$ cat src/verilog/cmpctl_defs.svh
// constants for the comparator control logic: fields, resets, codes
`ifndef CMPCTL_DEFS_SVH
`define CMPCTL_DEFS_SVH

// ------------------------------------------------------------------
// control register layout
// ------------------------------------------------------------------
`define CMPCTL_CTRL_W        8
`define CMPCTL_BIT_ON        7
`define CMPCTL_BIT_RESULT    6
`define CMPCTL_BIT_RISE      5
`define CMPCTL_BIT_FALL      4
`define CMPCTL_HYP_HI        3
`define CMPCTL_HYP_LO        2
`define CMPCTL_HYN_HI        1
`define CMPCTL_HYN_LO        0
`define CMPCTL_CTRL_RESET    8'h00

// ------------------------------------------------------------------
// mode register layout
// ------------------------------------------------------------------
`define CMPCTL_MODE_W        2
`define CMPCTL_MODE_RESET    2'h0
`define CMPCTL_RISE_MASK_RST 1'h0
`define CMPCTL_FALL_MASK_RST 1'h0

// ------------------------------------------------------------------
// hysteresis codes
// ------------------------------------------------------------------
`define CMPCTL_HYS_OFF       2'h0
`define CMPCTL_HYS_5MV       2'h1
`define CMPCTL_HYS_10MV      2'h2
`define CMPCTL_HYS_20MV      2'h3

`endif

$ cat src/verilog/cmpctl_pkg.sv
// types shared by the comparator control logic
package cmpctl_pkg;

	// hysteresis amount code
	typedef enum logic [1:0] {
		CMPCTL_HYS_OFF_E  = 2'h0,
		CMPCTL_HYS_5MV_E  = 2'h1,
		CMPCTL_HYS_10MV_E = 2'h2,
		CMPCTL_HYS_20MV_E = 2'h3
	} cmpctl_hys_t;

	// settings handed to the analogue core
	typedef struct packed {
		logic        enable;
		logic [1:0]  mode;
		cmpctl_hys_t pos_hys;
		cmpctl_hys_t neg_hys;
	} cmpctl_analog_t;

	// software write request
	typedef struct packed {
		logic       ctrl_we;
		logic [7:0] ctrl_wdata;
		logic       mode_we;
		logic [1:0] mode_wdata;
		logic       rise_mask;
		logic       fall_mask;
	} cmpctl_sw_t;

	// state of the block apart from the two registered interrupt masks
	typedef struct packed {
		logic [2:0]     sync;
		logic           filt;
		logic           latched;
		logic           rise_flag;
		logic           fall_flag;
		logic           irq;
		cmpctl_analog_t ana;
	} cmpctl_state_t;

endpackage : cmpctl_pkg

$ cat src/verilog/cmpctl_top.sv
// control, edge flags and outputs around an on-chip voltage comparator
`timescale 1ns/1ps
`include "cmpctl_defs.svh"

// Overview of operation
// - two outputs: clock-latched copy and raw copy of the decision
// - raw output is combinational, works with the clock stopped
// - raw output forced low while the comparator is disabled, latched output from the next clock edge on
// - response-time mode held in a writable register, sent to core
// - control bits 3-0 hold negative and positive hysteresis fields
// - negative field picks off, 5 mV, 10 mV or 20 mV
// - positive field works the same way, independently
// - encoding 00 off, 01 5 mV, 10 10 mV, 11 20 mV
// - falling transition sets the falling-edge flag
// - rising transition sets the rising-edge flag
// - edge flags stay set until software writes zero
// - rising flag requests interrupt only when its mask is 1
// - falling flag requests interrupt only when its mask is 1
// - result bit shows the synchronised, filtered comparator output, four clock edges late
// - enable bit 1 turns comparator on, 0 turns it off
module cmpctl_top (
	input  wire logic                    mclk,
	input  wire logic                    reset,
	input  wire logic                    cmp_decision,
	input  wire cmpctl_pkg::cmpctl_sw_t  sw,
	output logic                         comparator_sync_out,
	output logic                         comparator_raw_out,
	output logic [7:0]                   comparator_control_reg,
	output logic [1:0]                   comparator_mode_reg,
	output cmpctl_pkg::cmpctl_analog_t   analog_cfg,
	output logic                         cmp_irq
);

	// ------------------------------------------------------------------
	// state
	// ------------------------------------------------------------------
	cmpctl_pkg::cmpctl_state_t state_q;
	cmpctl_pkg::cmpctl_state_t state_d;
	logic                      rise_irq_mask_q;
	logic                      fall_irq_mask_q;
	logic                      rise_det;
	logic                      fall_det;

	// ------------------------------------------------------------------
	// helpers
	// ------------------------------------------------------------------
	// latency from a change of the decision, counted in clock edges:
	//   edge 1  first stage takes the new level
	//   edge 2  second stage
	//   edge 3  third stage, stages two and three now agree
	//   edge 4  filtered value, result bit, latched output, edge flag
	//           and the interrupt request when the matching mask is set
	// a pulse shorter than two cycles may never reach agreement, so
	// short glitches from a slow or noisy core do not flag edges
	// the enable gate sits ahead of the chain, so switching the core
	// off looks like a falling edge when the decision was high

	// true when stages two and three agree on a level that the filter
	// does not hold yet, i.e. a change that now counts
	function automatic logic cmpctl_edge_to(
		input logic [2:0] sync,
		input logic       filt,
		input logic       level
	);
		cmpctl_edge_to = (sync[2] == level) && (sync[1] == level)
			&& (filt != level);
	endfunction : cmpctl_edge_to

	// next value of a sticky flag: a write of 0 clears, a write of 1
	// keeps; the edge is applied last so it survives a clear in the
	// same cycle and no event is ever lost
	function automatic logic cmpctl_flag_next(
		input logic cur,
		input logic we,
		input logic wbit,
		input logic hit
	);
		logic kept;
		kept = we ? (cur & wbit) : cur;
		cmpctl_flag_next = kept | hit;
	endfunction : cmpctl_flag_next

	// a change counts once the second and third stage agree
	assign rise_det = cmpctl_edge_to(state_q.sync, state_q.filt,
		1'b1);
	assign fall_det = cmpctl_edge_to(state_q.sync, state_q.filt, 1'b0);

	// ------------------------------------------------------------------
	// next-state logic
	// ------------------------------------------------------------------
	always_comb begin
		state_d = state_q;
		// disabled core gives a low decision into the sync chain
		state_d.sync = {state_q.sync[1:0],
			cmp_decision & state_q.ana.enable};
		if (state_q.sync[2] == state_q.sync[1]) begin
			state_d.filt = state_q.sync[2];
		end
		state_d.latched = state_d.filt & state_q.ana.enable;
		// settings taken from a control write
		if (sw.ctrl_we) begin
			state_d.ana.enable = sw.ctrl_wdata[`CMPCTL_BIT_ON];
			state_d.ana.pos_hys = cmpctl_pkg::cmpctl_hys_t'(
				sw.ctrl_wdata[`CMPCTL_HYP_HI:`CMPCTL_HYP_LO]);
			state_d.ana.neg_hys = cmpctl_pkg::cmpctl_hys_t'(
				sw.ctrl_wdata[`CMPCTL_HYN_HI:`CMPCTL_HYN_LO]);
		end
		// set wins over a simultaneous software clear
		state_d.rise_flag = cmpctl_flag_next(state_q.rise_flag,
			sw.ctrl_we, sw.ctrl_wdata[`CMPCTL_BIT_RISE],
			rise_det);
		state_d.fall_flag = cmpctl_flag_next(state_q.fall_flag,
			sw.ctrl_we, sw.ctrl_wdata[`CMPCTL_BIT_FALL],
			fall_det);
		if (sw.mode_we) begin
			state_d.ana.mode = sw.mode_wdata;
		end
		state_d.irq = (state_d.rise_flag & sw.rise_mask)
			| (state_d.fall_flag & sw.fall_mask);
	end

	// ------------------------------------------------------------------
	// registers
	// ------------------------------------------------------------------
	always_ff @(posedge mclk or posedge reset) begin
		if (reset) begin
			state_q         <= '0;
			rise_irq_mask_q <= `CMPCTL_RISE_MASK_RST;
			fall_irq_mask_q <= `CMPCTL_FALL_MASK_RST;
		end else begin
			state_q         <= state_d;
			rise_irq_mask_q <= sw.rise_mask;
			fall_irq_mask_q <= sw.fall_mask;
		end
	end

	// ------------------------------------------------------------------
	// outputs
	// ------------------------------------------------------------------
	// raw path has no flop so it survives a stopped clock; the enable
	// gate comes from a flop that simply holds while the clock is off
	assign comparator_raw_out = cmp_decision & state_q.ana.enable;
	assign comparator_sync_out = state_q.latched;
	assign comparator_control_reg = {state_q.ana.enable,
		state_q.filt,
		state_q.rise_flag, state_q.fall_flag,
		state_q.ana.pos_hys, state_q.ana.neg_hys};
	assign comparator_mode_reg = state_q.ana.mode;
	assign analog_cfg = state_q.ana;
	assign cmp_irq = state_q.irq;
endmodule : cmpctl_top
$ cat config.mk
export PLATFORM = sky130hd
export DESIGN_NAME = cmpctl_top
export DESIGN_NICKNAME = d
export VERILOG_FILES = /design/src/verilog/cmpctl_pkg.sv /design/src/verilog/cmpctl_top.sv
export VERILOG_INCLUDE_DIRS = /design/src /design/src/verilog
export SDC_FILE = /design/constraint.sdc
export NUM_CORES = 1
export LEC_CHECK = 0
export BUFFER_PORTS_ARGS = -buffer_cell sky130_fd_sc_hd__buf_2
export CORE_AREA = 2 2 44 46
export DETAILED_ROUTE_END_ITERATION = 8
export DIE_AREA = 0 0 46 48
export PLACE_DENSITY = 0.78
export SYNTH_ARGS = -nofsm -noshare
export SYNTH_HDL_FRONTEND = slang
export SYNTH_SLANG_ARGS = --single-unit
$ cat constraint.sdc
create_clock -name mclk -period 1.55 [get_ports mclk]
set_clock_uncertainty 0.2 [all_clocks]
set_input_delay 0.0775 -clock mclk [delete_from_list [all_inputs] [get_ports mclk]]
set_output_delay 0.0775 -clock mclk [all_outputs]
set_load 0.005 [all_outputs]
==> summary.md, run 1 <==
| Metric | Value |
|---|---|
| Status | `complete, no violations` |
| Max Slew Vio Count | `0` |
| Min Tclk post-route | `1.54 ns` |
| Std-Cell Rows | `15` |
| IO Count | `37` |
| Post-synthesis sequential area ratio | `0.527` |
| Yosys cell types | `13` |
| Crit path kind | `primary input to flop` |
| Placer Congestion | `0.709` |
| Share of cells above drive strength 1 | `0.480` |
| First-pass GRT wire length | `1970 um` |
| Tot Pwr | `885 uW` |
| Area grow syn2layout | `39.2%` |
| Synthesis-stage register bit count | `15` |
| Antenna violations before repair | `0` |
| Starting DRT DRC Count | `4` |
| Vias in the first global route | `487` |
| Final setup violating endpoints | `0` |
| Diode count | `0` |
| Multi-input logic area | `186 um^2` |
| Mapped Cells | `60` |
| Simple-Gate Fraction of Synth Area | `0.0791` |
| Sink Count | `15` |
| Critical Path RT | `1.52 ns` |
| Cell Pwr Density | `893 nW/um^2` |
| Die area | `2210 um^2` |
| Synth Net Count | `79` |
| Tot GR Track Use | `0.132` |
| Largest family of logic cells by synthesized area | `buffers and inverters` |
| Crit Path Max Fanout | `1` |
| Initial core utilization | `0.421` |
| Die width | `46 um` |
| Max Clk Rate | `649 MHz` |
| Slew @ Worst Pin | `0.570 ns` |
| Vias | `534` |
| VDD IR-drop max | `491 uV` |
| Final Net Count | `120` |
| Non-Filler Instances | `117` |
| Synth Area per Inst | `11.9 um^2` |
| Dpl cells | `94` |
| Synth Area in Adders | `0.0351` |
| Mapped Area | `712 um^2` |
| Routed len/inst | `11.5 um` |
| Met2 wire len | `706 um` |
| Clock latency on the worst-skew pair | `0.28 ns` |
| HP Class | `primary input to flop` |
| Post-DP HPWL | `844 um` |
| GRT overflow | `0` |
| Post-route ant nets | `0` |
| TNS Setup | `0 ns` |
| Yosys warning count | `0` |
| Most common cell after layout, fill and taps aside | `buf_2` |
| Met3 wire len | `92 um` |
| Max reg flops | `5` |
| TritonCTS Buffers | `3` |
| Via density | `4.56` |
| Post-synthesis mux area share | `0.111` |
| Max Used Layer | `met4` |
| Max Cap Viol | `0` |
| Fin util | `0.587` |
| Worst R2R Setup Slack | `0.06 ns` |
| Nature of the critical path endpoint | `flop` |
| Clock Path Buffers | `2` |
| CTS root buf | `clkbuf_4` |
| Compound-gate portion of the synthesized area | `0.0369` |
| CP Data Arrival Time | `1.51 ns` |
| Leakage | `0.000526 uW` |
| 1st-pass router iterations | `4` |
| Fin crit share | `0.994` |
| Largest net degree at the start of global routing | `16` |
| CP Launch Type | `primary input` |
| Core area | `1690 um^2` |
| CTS clk-pin slew, worst paths | `0.09 ns` |
| Port Buffer Count | `35` |
| Fill cells | `143` |
| Hold Vio Cnt, Final | `0` |
| CTS H-tree lvls | `1` |
| Drt total wl | `1350 um` |
| Synth Area in XOR/XNOR | `0` |
| CTS tree | `built` |
| Commonest non-fill, non-tap cells in the layout | `35 x buf_2, 17 x dlygate4sd3_1, 15 x dfrtp_1` |
| Met1 WL | `539 um` |
| Remaining routing DRC violations | `0` |
| Die Ht | `48 um` |
| Sequential cell area | `375 um^2` |
| RSZ-0062 raised after global routing | `false` |
| Slew margin rel. | `0.619` |
## cell type report
cell class | count | share of cell area
multi-input cells | 23 | 0.188
inverters | 4 | 0.0152
flip-flops and latches | 15 | 0.379
clock buffers | 3 | 0.0227
well taps | 17 | 0.0215
repair buffers | 54 | 0.369
clock inverters | 1 | 0.00505
## cells in the mapped netlist, drive strengths merged
master,number,area [um^2]
o21ai,2,10.0
dfrtp,15,375
and3b,1,8.76
buf,18,135
a31oi,1,6.26
and2,2,12.5
nand3,3,15.0
inv,4,15.0
mux2,7,78.8
a22o,1,10.0
nand2,2,7.51
nand2b,2,12.5
ha,2,25.0
## worst max-delay path, cell delays in order
cell	delay [ns]
dlygate4sd3_1	0.53
buf_2	0.11
mux2_2	0.25
dlygate4sd3_1	0.55
## path summary, 6_finish.rpt
kind,depth (start not counted),end,startpoint
max,4,analog_cfg[0],sw[5]
min,3,comparator_control_reg[4],sw[13]
max reg2reg,2,analog_cfg[0],analog_cfg[0]
min reg2reg,0,state_d[14],state_d[13]
max in group asynchronous,3,comparator_control_reg[4],reset
min in group asynchronous,3,analog_cfg[2],reset
## where the power goes
part / total, uW / internal [uW] / switching [uW]
registers: 467 / 438 / 28.9
clock network: 217 / 95.6 / 121
logic: 201 / 127 / 74.4
total: 885 / 661 / 225
## stage by stage
step	hold slack [ns]	area, um^2	worst slack [ns]
after detailed placement	-0.0440	773	0.209
final	0.00240	991	0.00872
after global placement	-0.0532	773	0.255
after global routing	0.00526	991	0.00339
after CTS	0.0223	1000	0.0102
after floorplan	-0.221	712	0.290
## layer usage
layer	up-vias	track usage
met2	28	0.233
li1	260	-
met3	2	0.0264
met5	-	0
met4	0	0.0857
met1	244	0.143
## logic make-up after synthesis
family / Yosys count
buffers and inverters: 22
DFF: 15
and+or+nand+nor: 10
muxes: 7
AOI/OAI and AO/OA: 4
adders and majority gates: 2
## repair_timing
action,in CTS,in global routing
setup buffers,0,1
hold buffers,20,1
hold endpoints to repair,26,3
setup endpoints to repair,0,4
resized for setup,0,1
(Power assumes the default switching activity.)
==> inputs of run 2 (changes only) <==
- GPL_TIMING_DRIVEN: unset -> 0
- REMOVE_ABC_BUFFERS: unset -> 1
- SETUP_SLACK_MARGIN: unset -> 0.1
==> run 2 against run 1 <==
Effect of this change:
- global-route usage down 0.61 points
- hold slack better by 0.15 ns
- critical endpoint is now comparator_sync_out
- via count fell by 4.9%
- largest power group unchanged
- critical path depth up 1
- clock power about the same
- first-iteration DRC count is 25% lower
- critical path type is now flop to flop
- highest routed layer is now met3
==> summary.md, run 2 (same netlist as run 1, synthesis figures left out) <==
| Metric | Value |
|---|---|
| Share of cells above drive strength 1 | `0.490 (+0.00958)` |
| Die area | `2210 um^2 (unchanged)` |
| GRT overflow | `0 (unchanged)` |
| TritonCTS Buffers | `3 (unchanged)` |
| CP cell instances | `inv_1 -> ha_1 -> nand2_1 -> o21ai_1 -> and2_1` |
| CP Launch Type | `flop` |
| R2R Path Start | `state_q[14]` |
| Hold depth | `0 (-3)` |
| Cell Pwr Density | `916 nW/um^2 (+2.6%)` |
| CP Data Arrival Time | `1.31 ns (-0.20 ns)` |
| Status | `complete, no violations` |
| Crit path kind | `flop to flop` |
| Final setup violating endpoints | `0 (unchanged)` |
| Max Cap Viol | `0 (unchanged)` |
| Min Tclk post-route | `1.33 ns (-0.207 ns)` |
| Clock Path Buffers | `2 (unchanged)` |
| HP Class | `flop to flop` |
| RR Endpoint | `comparator_sync_out` |
| Setup bufs post-CTS | `0 (unchanged)` |
| RSZ-0062 raised after global routing | `false` |
| Worst path top cell family by delay | `flip-flops` |
| 1st-pass router iterations | `2 (-2)` |
| Worst R2R Setup Slack | `0.22 ns (+0.16 ns)` |
| Slew @ Worst Pin | `0.559 ns (-0.0112 ns)` |
| IO Count | `37 (unchanged)` |
| Critical Path RT | `1.52 ns (about the same)` |
| Commonest non-fill, non-tap cells in the layout | `35 x buf_2, 15 x dfrtp_1, 15 x dlygate4sd3_1` |
| Tot GR Track Use | `0.126 (-0.00612)` |
| Max Clk Rate | `750 MHz (+16%)` |
| Hold Vio Cnt, Final | `0 (unchanged)` |
| Die width | `46 um (unchanged)` |
| VDD IR-drop max | `540 uV (+10%)` |
| Remaining routing DRC violations | `0 (unchanged)` |
| Routed len/inst | `11.3 um (-1.8%)` |
| Vias in the first global route | `474 (-2.7%)` |
| Die Ht | `48 um (unchanged)` |
| Sequential share of power | `0.538 (+0.010)` |
| CTS tree | `built` |
| Leakage | `0.000500 uW (-5.0%)` |
| Drt total wl | `1280 um (-5.2%)` |
| First-pass GRT wire length | `1840 um (-6.3%)` |
| Clk pwr share | `0.250 (+0.005)` |
| Final Net Count | `116 (-3.3%)` |
| Worst r2r path cells | `5 (+3)` |
| Most common cell after layout, fill and taps aside | `buf_2` |
| Clock latency on the worst-skew pair | `0.28 ns (about the same)` |
| Initial core utilization | `0.421 (unchanged)` |
| CTS root buf | `clkbuf_4` |
| Crit Path Max Fanout | `2 (+1)` |
| Std-Cell Rows | `15 (unchanged)` |
| Switch share | `0.255 (+0.00133)` |
| Internal power | `649 uW (-1.8%)` |
| Core area | `1690 um^2 (unchanged)` |
| Combinational power share | `0.212 (-0.015)` |
| Antenna violations before repair | `0 (unchanged)` |
| Placer Congestion | `0.706 (-0.41%)` |
| Via density | `4.50 (-1.5%)` |
| TNS Setup | `0 ns (unchanged)` |
| Area post-placement | `773 um^2 (unchanged)` |
| Sw Pwr | `222 uW (-1.1%)` |
| Sink Count | `15 (unchanged)` |
| CTS clk-pin slew, worst paths | `0.09 ns (about the same)` |
| Diode count | `0 (unchanged)` |
| Max Slew Vio Count | `0 (unchanged)` |
| Worst Path Buf+Inv | `1 (-2)` |
| Post-DP HPWL | `827 um (-2.0%)` |
| CTS H-tree lvls | `1 (unchanged)` |
| Vias | `508 (-4.9%)` |
| Hold Path End | `state_d[14]` |
| Design area | `951 um^2 (-4.0%)` |
| Port Buffer Count | `35 (unchanged)` |
| Starting DRT DRC Count | `3 (-1)` |
| Hold path start | `state_d[13]` |
| Worst path slowest cell | `dfrtp_1` |
| Post-route ant nets | `0 (unchanged)` |
| Max reg flops | `5 (unchanged)` |
| Nature of the critical path endpoint | `flop` |
| Fin crit share | `0.861 (-0.134)` |
| Largest net degree at the start of global routing | `16 (unchanged)` |
| Area grow syn2layout | `33.6%` |
| Slew margin rel. | `0.627 (+0.00749)` |
| CP max stage delay | `0.37 ns (-0.18 ns)` |
-- run 2: changes by cell type in the layout (fill, tap and decap cells not counted) --
cell            change
buf_4               -1
o21ai_1             +1
dlymetal6s4s_1      -1
dlygate4sd3_1       -2
o21ai_0             -1
-- run 2: layout make-up --
class	instances	area, um^2
Timing Repair Buffer	50	325
Sequential cell	15	375
Clock inverter	1	5.00
Clock buffer	3	22.5
Multi-Input combinational cell	23	186
Inverter	4	15.0
Tap cell	17	21.3
Fill cell	150	738
-- run 2: per-stage QoR --
stage | setup slack (ns) | instances | util | hold slack, ns | total power [uW]
after floorplan | 0.290 | 42 | - | -0.221 | 542
after global placement | 0.234 | 94 | 0.458 | -0.0393 | 630
after detailed placement | 0.194 | 94 | 0.458 | -0.0334 | 634
after CTS | 0.166 | 113 | 0.563 | 0.156 | 886
after global routing | 0.128 | 113 | 0.563 | 0.172 | 941
final | 0.216 | 113 | 0.563 | 0.151 | 871
-- run 2: how the worst max path moves through the flow --
stage / startpoint / to / slack [ns] / depth (start not counted)
floorplan: state_q[14] / comparator_sync_out / 0.29 / 5
global placement: state_d[14] / comparator_sync_out / 0.23 / 5
detailed placement: state_d[14] / comparator_sync_out / 0.19 / 5
CTS: state_d[14] / comparator_sync_out / 0.17 / 5
global route: state_q[14] / comparator_sync_out / 0.13 / 5
finish: state_q[14] / comparator_sync_out / 0.22 / 5
-- run 2: worst register-to-register path, stage by stage, from the launching register on --
cell	delay [ns]
dfrtp_1	0.37
inv_1	0.06
ha_1	0.30
nand2_1	0.07
o21ai_1	0.07
and2_1	0.16
-- run 2: repair_timing --
item                       4_1_cts  5_1_grt
setup endpoints to repair        0        1
gates resized for setup          0        1
hold buffers                    15        0
hold endpoints to repair        26        0
-- run 2: power groups by stage --
stage	Sequential (uW)	Clock, uW	Combinational (uW)
CTS	469	230	186
global placement	475	0	155
floorplan	483	0	58.1
detailed placement	477	0	157
global route	476	255	209
finish	468	218	185
-- run 2: per-layer routing --
layer | global-route usage | wire (um) | up-vias | part of all wire
met1 | 0.115 | 497 | 241 | 0.39
met5 | 0 | 0 | - | 0
met4 | 0.0343 | 0 | 0 | 0
li1 | - | - | 249 | -
met2 | 0.239 | 693 | 18 | 0.54
met3 | 0.0679 | 86 | 0 | 0.067
